===== config.mk =====
export PLATFORM = sky130hd
export DESIGN_NAME = cmit_support
export DESIGN_NICKNAME = d
export VERILOG_FILES = /design/src/cmit_pkg.sv /design/src/cmit_support.sv
export SDC_FILE = /design/constraint.sdc
export NUM_CORES = 2
export LEC_CHECK = 0
export BUFFER_PORTS_ARGS = -buffer_cell sky130_fd_sc_hd__buf_2
export CAP_MARGIN = 15
export CORE_MARGIN = 5
export CORE_UTILIZATION = 52
export DETAILED_ROUTE_END_ITERATION = 16
export PLACE_DENSITY = 0.73
export SLEW_MARGIN = 30
export SYNTH_ARGS = -nofsm -noshare
export SYNTH_HDL_FRONTEND = slang
export SYNTH_SLANG_ARGS = --single-unit

===== constraint.sdc =====
create_clock -name aclk -period 3.08 [get_ports aclk]
set_input_delay 0.616 -clock aclk [delete_from_list [all_inputs] [get_ports aclk]]
set_output_delay 0.616 -clock aclk [all_outputs]
set_load 0.005 [all_outputs]

===== src/cmit_pkg.sv =====
// Constants shared by the mailbox support block and its users
package cmit_pkg;

   // ****************************************************************
   // Register byte offsets
   // ****************************************************************
   localparam logic [7:0] OFS_IRQ_LINE   = 8'h00; // Line select per mbox
   localparam logic [7:0] OFS_PROTECT    = 8'h04; // Overwrite protection
   localparam logic [7:0] OFS_TX_PIN     = 8'h08; // Transmit pin control
   localparam logic [7:0] OFS_RX_PIN     = 8'h0C; // Receive pin control
   localparam logic [7:0] OFS_STAMP_CNT  = 8'h10; // Time-stamp counter
   localparam logic [7:0] OFS_MASTER     = 8'h14; // Master control bits
   localparam logic [7:0] OFS_IRQ_MASK   = 8'h18; // Mailbox irq mask
   localparam logic [7:0] OFS_RX_LOST    = 8'h1C; // Receive-lost, W1C
   localparam logic [7:0] OFS_STAMP_BASE = 8'h80; // 32 mailbox stamps

   // ****************************************************************
   // Field positions
   // ****************************************************************
   localparam int PIN_FUNC_BIT   = 3;  // Pin function enable bit
   localparam int MSB_CLEAR_BIT  = 14; // Write 1 clears counter MSB
   localparam int MB16_CLEAR_BIT = 15; // Mailbox 16 clears counter
   localparam int SYNC_MBOX      = 16; // Mailbox used for time sync

   // ****************************************************************
   // Reset values
   // ****************************************************************
   localparam logic [31:0] RST_IRQ_LINE  = 32'h0000_0000;
   localparam logic [31:0] RST_PROTECT   = 32'h0000_0000;
   localparam logic        RST_PIN_FUNC  = 1'b0;
   localparam logic [31:0] RST_STAMP_CNT = 32'h0000_0000;
   localparam logic        RST_MB16_EN   = 1'b0;
   localparam logic [31:0] RST_IRQ_MASK  = 32'h0000_0000;
   localparam logic [31:0] RST_RX_LOST   = 32'h0000_0000;
   localparam logic [31:0] RST_STAMP     = 32'h0000_0000;

   // ****************************************************************
   // Bus answers and sizes
   // ****************************************************************
   localparam logic [1:0] RESP_OKAY   = 2'h0; // Normal answer
   localparam logic [1:0] RESP_SLVERR = 2'h2; // Unmapped or refused
   localparam logic [3:0] STRB_FULL   = 4'hF; // Full word access
   localparam int         NUM_MBOX    = 32;   // Mailboxes served

endpackage : cmit_pkg


===== src/cmit_support.sv =====
// Mailbox interrupt routing, overwrite protection, pins and time stamps
`timescale 1ns/1ns
module cmit_support (
   input  wire logic        aclk,                 // System clock 100 MHz
   input  wire logic        aresetn,              // Sync reset, low
   // AXI4-Lite register port
   input  wire logic [7:0]  s_axi_awaddr,         // Write address
   input  wire logic        s_axi_awvalid,        // Write address valid
   output logic             s_axi_awready,        // Write address ready
   input  wire logic [31:0] s_axi_wdata,          // Write data
   input  wire logic [3:0]  s_axi_wstrb,          // Write byte strobes
   input  wire logic        s_axi_wvalid,         // Write data valid
   output logic             s_axi_wready,         // Write data ready
   output logic [1:0]       s_axi_bresp,          // Write answer code
   output logic             s_axi_bvalid,         // Write answer valid
   input  wire logic        s_axi_bready,         // Write answer ready
   input  wire logic [7:0]  s_axi_araddr,         // Read address
   input  wire logic        s_axi_arvalid,        // Read address valid
   output logic             s_axi_arready,        // Read address ready
   output logic [31:0]      s_axi_rdata,          // Read data
   output logic [1:0]       s_axi_rresp,          // Read answer code
   output logic             s_axi_rvalid,         // Read answer valid
   input  wire logic        s_axi_rready,         // Read answer ready
   // Mode levels from the controller core
   input  wire logic        protected_write_mode, // Guarded writes open
   input  wire logic        standard_compat_mode, // Compatibility mode
   input  wire logic        init_mode,            // Initialization mode
   input  wire logic        sleep_mode,           // Sleep mode
   input  wire logic        suspend_mode,         // Suspend mode
   input  wire logic        can_sm_busy,          // Protocol owns regs
   input  wire logic        bit_tick,             // One pulse per bit
   input  wire logic [31:0] mailbox_direction,    // 1 = receive mbox
   // Receive store request from the protocol engine
   input  wire logic        rx_store_req,         // Good frame, pulse
   input  wire logic [31:0] rx_match_mask,        // Mailboxes matching
   input  wire logic [31:0] receive_pending_bit,  // Mailboxes full
   output logic             rx_store_valid,       // Store granted
   output logic [4:0]       rx_store_mbox,        // Mailbox to store
   output logic             rx_discard,           // Frame dropped
   // Transmit completion from the protocol engine
   input  wire logic        tx_done,              // Sent ok, pulse
   input  wire logic [4:0]  tx_mbox,              // Mailbox that sent
   // Pins
   input  wire logic        engine_tx,            // Bit from engine
   output logic             engine_rx,            // Bit to engine
   output logic             transmit_pin,         // CAN transmit pin
   input  wire logic        receive_pin,          // CAN receive pin
   // Events
   output logic             interrupt_line_zero,  // Mailbox irq line 0
   output logic             interrupt_line_one,   // Mailbox irq line 1
   output logic             counter_overflow_flag // Overflow set pulse
);
   import cmit_pkg::*;

   // ****************************************************************
   // Storage
   // ****************************************************************
   logic [31:0] irq_line_r;        // Line choice per mailbox
   logic [31:0] protect_r;         // Overwrite protection per mailbox
   logic        tx_func_r;         // Transmit pin handed to CAN
   logic        rx_func_r;         // Receive pin handed to CAN
   logic [31:0] stamp_cnt_r;       // Free-running time-stamp counter
   logic [31:0] stamp_cnt_nxt;     // Next counter value
   logic        mb16_en_r;         // Mailbox 16 clears the counter
   logic [31:0] irq_mask_r;        // Mailbox interrupt mask
   logic [31:0] rx_lost_r;         // Receive-lost bits
   logic [31:0] stamp_r [NUM_MBOX];// Per-mailbox time stamps
   logic        msb_prev_r;        // Counter MSB one cycle back
   logic        msb_pend_r;        // MSB clear waiting for access
   logic        full_pend_r;       // Full clear waiting for access

   // ****************************************************************
   // Write channel holding
   // ****************************************************************
   logic        aw_have_r;         // Write address captured
   logic [7:0]  aw_addr_r;         // Captured write address
   logic        w_have_r;          // Write data captured
   logic [31:0] w_data_r;          // Captured write data
   logic [3:0]  w_strb_r;          // Captured strobes
   logic        bvalid_r;          // Write answer pending
   logic [1:0]  bresp_r;           // Write answer code
   logic        rvalid_r;          // Read answer pending
   logic [31:0] rdata_r;           // Read answer data
   logic [1:0]  rresp_r;           // Read answer code

   // Merge strobed bytes into an old word
   function automatic logic [31:0] merge_bytes(input logic [31:0] old_w,
                                               input logic [31:0] new_w,
                                               input logic [3:0]  strb);
      logic [31:0] res;
      res = old_w;
      for (int b = 0; b < 4; b++) begin
         if (strb[b]) begin
            res[b*8 +: 8] = new_w[b*8 +: 8];
         end
      end
      return res;
   endfunction : merge_bytes

   // ****************************************************************
   // Receive search
   // ****************************************************************
   logic        found_c;           // A mailbox will take the frame
   logic [4:0]  found_idx_c;       // Chosen mailbox
   logic        found_ovw_c;       // Chosen mailbox was full

   // Lowest matching mailbox that is empty or not protected wins
   always_comb begin
      found_c     = 1'b0;
      found_idx_c = 5'h00;
      found_ovw_c = 1'b0;
      for (int i = 0; i < NUM_MBOX; i++) begin
         if (!found_c && rx_match_mask[i]) begin
            if (!receive_pending_bit[i] || !protect_r[i]) begin
               found_c     = 1'b1;
               found_idx_c = i[4:0];
               found_ovw_c = receive_pending_bit[i];
            end
         end
      end
   end

   // Registered grant towards the engine
   always_ff @(posedge aclk) begin
      if (!aresetn) begin
         rx_store_valid <= 1'b0;
         rx_store_mbox  <= 5'h00;
         rx_discard     <= 1'b0;
      end else begin
         rx_store_valid <= rx_store_req && found_c;
         rx_store_mbox  <= found_idx_c;
         rx_discard     <= rx_store_req && !found_c;
      end
   end

   // Overwrite flag pulse per mailbox, one cycle after the request
   logic [31:0] lost_set_r;        // Mailboxes overwritten now
   always_ff @(posedge aclk) begin
      if (!aresetn) begin
         lost_set_r <= 32'h0000_0000;
      end else begin
         lost_set_r <= (rx_store_req && found_c && found_ovw_c) ?
                       (32'h0000_0001 << found_idx_c) : 32'h0000_0000;
      end
   end

   // ****************************************************************
   // Mailbox events and interrupt lines
   // ****************************************************************
   wire [31:0] rx_evt = rx_store_valid ?
                        (32'h0000_0001 << rx_store_mbox) : 32'h0000_0000;
   wire [31:0] tx_evt = tx_done ?
                        (32'h0000_0001 << tx_mbox) : 32'h0000_0000;
   wire [31:0] irq_evt = (rx_evt | tx_evt) & irq_mask_r;

   // Lines are pulses; flag keeping lives with the global flags
   always_ff @(posedge aclk) begin
      if (!aresetn) begin
         interrupt_line_zero <= 1'b0;
         interrupt_line_one  <= 1'b0;
      end else begin
         interrupt_line_zero <= |(irq_evt & ~irq_line_r);
         interrupt_line_one  <= |(irq_evt & irq_line_r);
      end
   end

   // ****************************************************************
   // Pins
   // ****************************************************************
   logic [2:0] rx_sync_r;          // Receive pin synchroniser
   logic       rx_level_r;         // Accepted receive level

   // Three stages; a level counts once stages two and three agree
   always_ff @(posedge aclk) begin
      if (!aresetn) begin
         rx_sync_r  <= 3'h7;
         rx_level_r <= 1'b1;
      end else begin
         rx_sync_r <= {rx_sync_r[1:0], receive_pin};
         if (rx_sync_r[1] == rx_sync_r[2]) begin
            rx_level_r <= rx_sync_r[2];
         end
      end
   end

   // Recessive level whenever a pin is not handed to CAN
   assign transmit_pin = tx_func_r ? engine_tx : 1'b1;
   assign engine_rx    = rx_func_r ? rx_level_r : 1'b1;

   // ****************************************************************
   // Bus write decode
   // ****************************************************************
   wire cap_busy = rx_store_valid || tx_done; // Stamp port in use
   // Protocol captures own the stamp port; bus writes wait a cycle
   wire wr_go    = aw_have_r && w_have_r && !bvalid_r && !cap_busy;
   wire wr_stamp = aw_addr_r[7] && (aw_addr_r[1:0] == 2'h0);
   wire [4:0] wr_idx = aw_addr_r[6:2];
   wire wr_line  = (aw_addr_r == OFS_IRQ_LINE);
   wire wr_prot  = (aw_addr_r == OFS_PROTECT);
   wire wr_txp   = (aw_addr_r == OFS_TX_PIN);
   wire wr_rxp   = (aw_addr_r == OFS_RX_PIN);
   wire wr_cnt   = (aw_addr_r == OFS_STAMP_CNT);
   wire wr_mst   = (aw_addr_r == OFS_MASTER);
   wire wr_mask  = (aw_addr_r == OFS_IRQ_MASK);
   wire wr_lost  = (aw_addr_r == OFS_RX_LOST);
   wire wr_hit   = wr_line || wr_prot || wr_txp || wr_rxp || wr_cnt ||
                   wr_mst || wr_mask || wr_lost || wr_stamp;
   // Partial protection writes are refused as a whole
   wire wr_prot_ok = wr_prot && (w_strb_r == STRB_FULL);
   wire wr_cnt_ok  = wr_cnt && protected_write_mode &&
                     !standard_compat_mode;
   wire [31:0] wr_word = w_data_r;
   wire msb_clr_wr = wr_go && wr_mst && w_strb_r[1] &&
                     wr_word[MSB_CLEAR_BIT];
   wire wr_err = !wr_hit || (wr_prot && !wr_prot_ok);

   // Address and data accepted in either order
   always_ff @(posedge aclk) begin
      if (!aresetn) begin
         aw_have_r <= 1'b0;
         aw_addr_r <= 8'h00;
         w_have_r  <= 1'b0;
         w_data_r  <= 32'h0000_0000;
         w_strb_r  <= 4'h0;
      end else begin
         if (s_axi_awvalid && !aw_have_r) begin
            aw_have_r <= 1'b1;
            aw_addr_r <= s_axi_awaddr;
         end else if (wr_go) begin
            aw_have_r <= 1'b0;
         end
         if (s_axi_wvalid && !w_have_r) begin
            w_have_r <= 1'b1;
            w_data_r <= s_axi_wdata;
            w_strb_r <= s_axi_wstrb;
         end else if (wr_go) begin
            w_have_r <= 1'b0;
         end
      end
   end

   // Write answer
   always_ff @(posedge aclk) begin
      if (!aresetn) begin
         bvalid_r <= 1'b0;
         bresp_r  <= RESP_OKAY;
      end else if (wr_go) begin
         bvalid_r <= 1'b1;
         bresp_r  <= wr_err ? RESP_SLVERR : RESP_OKAY;
      end else if (s_axi_bready) begin
         bvalid_r <= 1'b0;
      end
   end

   // ****************************************************************
   // Control registers
   // ****************************************************************
   always_ff @(posedge aclk) begin
      if (!aresetn) begin
         irq_line_r <= RST_IRQ_LINE;
         protect_r  <= RST_PROTECT;
         tx_func_r  <= RST_PIN_FUNC;
         rx_func_r  <= RST_PIN_FUNC;
         mb16_en_r  <= RST_MB16_EN;
         irq_mask_r <= RST_IRQ_MASK;
      end else if (wr_go) begin
         if (wr_line) begin
            irq_line_r <= merge_bytes(irq_line_r, wr_word, w_strb_r);
         end
         if (wr_prot_ok) begin
            protect_r <= wr_word;
         end
         // Only the function bit is kept; the rest is dropped
         if (wr_txp && protected_write_mode && w_strb_r[0]) begin
            tx_func_r <= wr_word[PIN_FUNC_BIT];
         end
         if (wr_rxp && protected_write_mode && w_strb_r[0]) begin
            rx_func_r <= wr_word[PIN_FUNC_BIT];
         end
         if (wr_mst && w_strb_r[1]) begin
            mb16_en_r <= wr_word[MB16_CLEAR_BIT];
         end
         if (wr_mask) begin
            irq_mask_r <= merge_bytes(irq_mask_r, wr_word, w_strb_r);
         end
      end
   end

   // Lost bits: hardware set beats a software clear
   wire [31:0] lost_clr = (wr_go && wr_lost) ?
                          merge_bytes(32'h0000_0000, wr_word, w_strb_r) :
                          32'h0000_0000;
   always_ff @(posedge aclk) begin
      if (!aresetn) begin
         rx_lost_r <= RST_RX_LOST;
      end else begin
         rx_lost_r <= (rx_lost_r & ~lost_clr) | lost_set_r;
      end
   end

   // ****************************************************************
   // Time-stamp counter
   // ****************************************************************
   wire halt     = init_mode || sleep_mode || suspend_mode;
   wire sync_rx  = rx_store_valid && (rx_store_mbox == 5'(SYNC_MBOX)) &&
                   mailbox_direction[SYNC_MBOX];
   wire sync_tx  = tx_done && (tx_mbox == 5'(SYNC_MBOX)) &&
                   !mailbox_direction[SYNC_MBOX];
   wire sync_clr = mb16_en_r && (sync_rx || sync_tx);

   // Clear requests wait while the protocol machine holds the regs
   always_ff @(posedge aclk) begin
      if (!aresetn) begin
         msb_pend_r  <= 1'b0;
         full_pend_r <= 1'b0;
      end else if (!can_sm_busy) begin
         msb_pend_r  <= 1'b0;
         full_pend_r <= 1'b0;
      end else begin
         msb_pend_r  <= msb_pend_r || msb_clr_wr;
         full_pend_r <= full_pend_r || sync_clr;
      end
   end

   wire do_full = !can_sm_busy && (full_pend_r || sync_clr);
   wire do_msb  = !can_sm_busy && (msb_pend_r || msb_clr_wr);

   // Bus write beats tick; clears beat both
   always_comb begin
      stamp_cnt_nxt = stamp_cnt_r;
      if (bit_tick && !halt) begin
         stamp_cnt_nxt = stamp_cnt_r + 32'h0000_0001;
      end
      if (wr_go && wr_cnt_ok) begin
         stamp_cnt_nxt = merge_bytes(stamp_cnt_r, wr_word, w_strb_r);
      end
      if (do_msb) begin
         stamp_cnt_nxt[31] = 1'b0;
      end
      if (do_full) begin
         stamp_cnt_nxt = 32'h0000_0000;
      end
   end

   // Counter and overflow edge
   always_ff @(posedge aclk) begin
      if (!aresetn) begin
         stamp_cnt_r           <= RST_STAMP_CNT;
         msb_prev_r            <= 1'b0;
         counter_overflow_flag <= 1'b0;
      end else begin
         stamp_cnt_r           <= stamp_cnt_nxt;
         msb_prev_r            <= stamp_cnt_r[31];
         counter_overflow_flag <= stamp_cnt_r[31] && !msb_prev_r;
      end
   end

   // ****************************************************************
   // Mailbox stamps
   // ****************************************************************
   // Capture on stored receive and on finished transmit
   always_ff @(posedge aclk) begin
      if (!aresetn) begin
         for (int i = 0; i < NUM_MBOX; i++) begin
            stamp_r[i] <= RST_STAMP;
         end
      end else begin
         if (wr_go && wr_stamp) begin
            stamp_r[wr_idx] <= merge_bytes(stamp_r[wr_idx], wr_word,
                                           w_strb_r);
         end
         if (rx_store_valid) begin
            stamp_r[rx_store_mbox] <= stamp_cnt_r;
         end
         if (tx_done) begin
            stamp_r[tx_mbox] <= stamp_cnt_r;
         end
      end
   end

   // ****************************************************************
   // Bus read
   // ****************************************************************
   wire        rd_take  = s_axi_arvalid && !rvalid_r;
   wire        rd_stamp = s_axi_araddr[7] && (s_axi_araddr[1:0] == 2'h0);
   wire [31:0] pin_tx_w = {28'h0, tx_func_r, 3'h0};
   wire [31:0] pin_rx_w = {28'h0, rx_func_r, 3'h0};
   wire [31:0] cnt_rd   = standard_compat_mode ?
                          32'h0000_0000 : stamp_cnt_r;
   wire [31:0] mst_rd   = {16'h0, mb16_en_r, 15'h0};
   logic [31:0] rd_word;           // Selected read word
   logic        rd_hit;            // Read address mapped

   // Read selection
   always_comb begin
      rd_word = 32'h0000_0000;
      rd_hit  = 1'b1;
      if (rd_stamp) begin
         rd_word = stamp_r[s_axi_araddr[6:2]];
      end else begin
         unique case (s_axi_araddr)
            OFS_IRQ_LINE:  rd_word = irq_line_r;
            OFS_PROTECT:   rd_word = protect_r;
            OFS_TX_PIN:    rd_word = pin_tx_w;
            OFS_RX_PIN:    rd_word = pin_rx_w;
            OFS_STAMP_CNT: rd_word = cnt_rd;
            OFS_MASTER:    rd_word = mst_rd;
            OFS_IRQ_MASK:  rd_word = irq_mask_r;
            OFS_RX_LOST:   rd_word = rx_lost_r;
            default:       rd_hit  = 1'b0;
         endcase
      end
   end

   // Read answer, one cycle after the address is taken
   always_ff @(posedge aclk) begin
      if (!aresetn) begin
         rvalid_r <= 1'b0;
         rdata_r  <= 32'h0000_0000;
         rresp_r  <= RESP_OKAY;
      end else if (rd_take) begin
         rvalid_r <= 1'b1;
         rdata_r  <= rd_word;
         rresp_r  <= rd_hit ? RESP_OKAY : RESP_SLVERR;
      end else if (s_axi_rready) begin
         rvalid_r <= 1'b0;
      end
   end

   // Handshake outputs
   assign s_axi_awready = !aw_have_r;
   assign s_axi_wready  = !w_have_r;
   assign s_axi_bvalid  = bvalid_r;
   assign s_axi_bresp   = bresp_r;
   assign s_axi_arready = !rvalid_r;
   assign s_axi_rvalid  = rvalid_r;
   assign s_axi_rdata   = rdata_r;
   assign s_axi_rresp   = rresp_r;

endmodule : cmit_support


==> flow_summary.yaml <==
grt:
  antenna_found_initial: 17
  grt_max_degree: 151
  grt_pass1_wl_um: 365000
  grt_pass1_vias: 52850
  track_usage: 0.374
  gr-total-overflow: 0
floorplan:
  fp.dieH_um: 366
  start_util: 0.524
  core_um2: 126000
  die_x_um: 366
  rows: 130
  num_io_pins: 224
  dieArea_um2: 134000
sta:
  slew_headroom: 0.320
  fmax_ghz: 0.327
  period_share: 0.991
  period_minus_slack_ns: 3.05
  final_hold_viol_count: 0
  tightest_slew_ns: 1.02
  fin_tns_setup_ns: 0
  setup_violations: 0
  holdWs_ns: 0.0608
  drv_slew: 0
  fin_skew_ns: 0.0343
  rsz0062_at_grt: "false"
finish:
  area.growth.synth_to_final_pct: 16.0
  mostFrequentLayoutCells: "nand2_1, o21ai_0, edfxtp_1, buf_4, nor2_1"
  postLayoutCoreUtil: 0.607
  drive_gt1_frac: 0.217
  fill_cells: 9791
  nets: 6619
  layout_commonest_cell: "nand2_1"
  fin_cells: 8212
worst_setup_path:
  path_cells: "nand2_1, buf_12, mux2_2, nor2_1, nand2_1, nor2_1, buf_4, nand2_1, o21ai_0"
  critical_path_arrival_ns: 3.65
  cpPeakStageDelay_ns: 0.51
  crit_path_start: "rx_store_valid"
  worstSetupPathType: "flip-flop to flip-flop"
  crit_family: "simple AND/OR/NAND/NOR gates"
  endpoint_kind: "flip-flop"
  cp.required_ns: 3.68
  rrSetupSlack_ns: 0.03
  worst-path-buf-inv: 2
  reg2reg_from: "rx_store_valid"
  cp_common_cell: "nand2_1"
  critPathMaxFanout: 17
  cpMaxStageDelayCell: "dfxtp_1"
  r2r-end: "stamp_r[23][22]"
  startpoint_type: "flip-flop"
  r2r_cells: 9
  crit_end: "stamp_r[23][22]"
  critical_path_depth: 9
drt:
  ant_nets: 0
  wl_met1_um: 83400
  route.detailed.drc: 0
  drt_iter0_drc: 9770
  wirelength_um: 257000
  vias_per_cell: 6.79
  via_count: 55752
  top_layer_used: "met5"
  wl_met2_um: 113000
  dr_wl_met3_um: 39500
  wl_per_cell_um: 31.3
  drtPass1Iterations: 9
min_path:
  min_path_type: "input pin to flip-flop"
clocking:
  cts_setup_buffers: 0
  clkLatencyLatePin_ns: 0.79
  cts.clk_slew.worst_paths_ns: 0.06
  clock-sinks: 1318
  cts_root_buffer: "clkbuf_16"
  clk_path_buf_depth: 3
  cts-buffers-inserted: 135
  cts_tree: "built"
  htree_levels: 4
synth:
  synth_edf_count: 1024
  synth.distinct_cells: 93
  synth_cells: 6117
  syn_area_um2: 65900
  avgSynthCellArea_um2: 10.8
  synth_ff_type: "edfxtp_1"
  ys_seq_area_frac: 0.556
  yosysWarnings: 0
  synthArstFlopShare: 0
  synth_seq_cells: 1318
placement:
  dp.cells: 7958
  gp_congestion: 1.08
  post-dp-hpwl_um: 180000
  port_buffers: 190
power_and_ir_drop:
  p_leak_uw: 0.0258
  p_per_area_nw_per_um2: 521
  irDropWorstVdd_uv: 421
  total_power_uw: 39800
outcome:
  status: "finished clean"
run:
  drv_cap: 0
[registers in the layout, summed over array words and instances (netlist names), 3 cells and up]
register,cells
aw_addr_r,8
irq_line_r,32
irq_mask_r,32
lost_set_r,32
protect_r,32
rx_lost_r,32
rx_store_mbox,5
rx_sync_r,3
s_axi_rdata,32
stamp_cnt_r,32
stamp_r,1024
w_data_r,32
w_strb_r,4
[synthesized netlist by cell type, types with 5 or more instances]
cell,instances,share of area
o2111ai_1,10,0.0013
a31oi_1,36,0.0034
o21ai_0,1114,0.085
nor4b_1,5,0.00066
a311oi_1,6,0.00080
a21oi_1,141,0.011
and3_1,17,0.0016
buf_1,20,0.0011
nor4_1,12,0.0011
and4_1,6,0.00080
mux2i_1,177,0.027
a21bo_2,7,0.0011
nand4_1,16,0.0015
o32ai_1,7,0.00093
nand4b_1,7,0.00093
nand3b_1,5,0.00057
nor2b_1,17,0.0016
nor3_1,74,0.0056
o21ai_1,132,0.010
o211ai_1,29,0.0033
o22ai_1,21,0.0020
clkbuf_1,457,0.026
dfxtp_1,294,0.089
or3_1,6,0.00057
edfxtp_1,1024,0.47
mux4_2,321,0.11
buf_2,65,0.0049
nand2b_1,22,0.0021
nor3b_1,6,0.00068
nor2_1,372,0.021
a221oi_1,38,0.0051
nand2_1,1388,0.079
nor3_2,12,0.0018
nand3_1,37,0.0028
inv_1,32,0.0018
a211oi_1,9,0.0010
mux2_2,42,0.0072
buf_4,7,0.00080
a21boi_1,24,0.0027
and2_1,9,0.00085
[worst min-delay path: stages]
cell and delay [ns]:
buf_2 0.10, nand2_1 0.04, a21oi_1 0.05
[metal layers]
| metal | up-vias | GRT usage |
|---|---|---|
| met4 | 22 | 0.241 |
| met1 | 26643 | 0.455 |
| met5 | - | 0.0116 |
| met2 | 5033 | 0.567 |
| met3 | 952 | 0.132 |
| li1 | 23102 | - |
[how the worst min path moves through the flow]
| stage | from | endpoint | slack (ns) | cells past startpoint |
|---|---|---|---|---|
| global placement | msb_prev_r | counter_overflow_flag | 0.38 | 1 |
| detailed placement | msb_prev_r | counter_overflow_flag | 0.38 | 1 |
| CTS | s_axi_wdata[31] | w_data_r[31] | 0.03 | 3 |
| floorplan | msb_prev_r | counter_overflow_flag | 0.37 | 1 |
| finish | s_axi_wdata[26] | w_data_r[26] | 0.06 | 3 |
| global route | s_axi_awaddr[5] | aw_addr_r[5] | 0.05 | 3 |
[final cells by class]
cell class,count,area [um2],area share
inverters,32,128,0.00167
multi-input cells,4219,27500,0.360
flip-flops and latches,1318,36600,0.480
clock buffers,174,3650,0.0478
repair buffers,741,5780,0.0757
diodes,9,22.5,0.000295
well taps,1650,2060,0.0270
clock inverters,69,574,0.00752
[per-stage QoR]
stage / setup slack (ns) / cell area [um2]
floorplan: 0.181 / 65900
global placement: -0.351 / 72100
detailed placement: -0.385 / 72100
CTS: 0.105 / 76400
global route: 0.00567 / 76400
finish: 0.0263 / 76400
[power breakdown]
group          switching (uW)  internal (uW)
Clock                    7140           8970
Combinational            2290           1390
Sequential                335          19700
Total                    9760          30100
[repair_timing]
action / in CTS / in global routing
resized for setup: 2 / 4
hold endpoints to repair: 2 / 0
hold buffers: 2 / 0
endpoints found under the setup margin: 9 / 22
[cells by family (layout without fill, tap and decap cells)]
kind of cell,Yosys count,count (layout),share of synthesized area
adder cells (fa/ha/maj),1,1,0.000190
AND/OR/NAND/NOR,2053,2053,0.131
AO/OA/AOI/OAI,1615,1615,0.133
multiplexers,540,540,0.144
buffers and inverters,581,1016,0.0347
other,1,11,0.0000569
flip-flops,1318,1318,0.556
XOR/XNOR,8,8,0.00106
(Power assumes the default switching activity.)
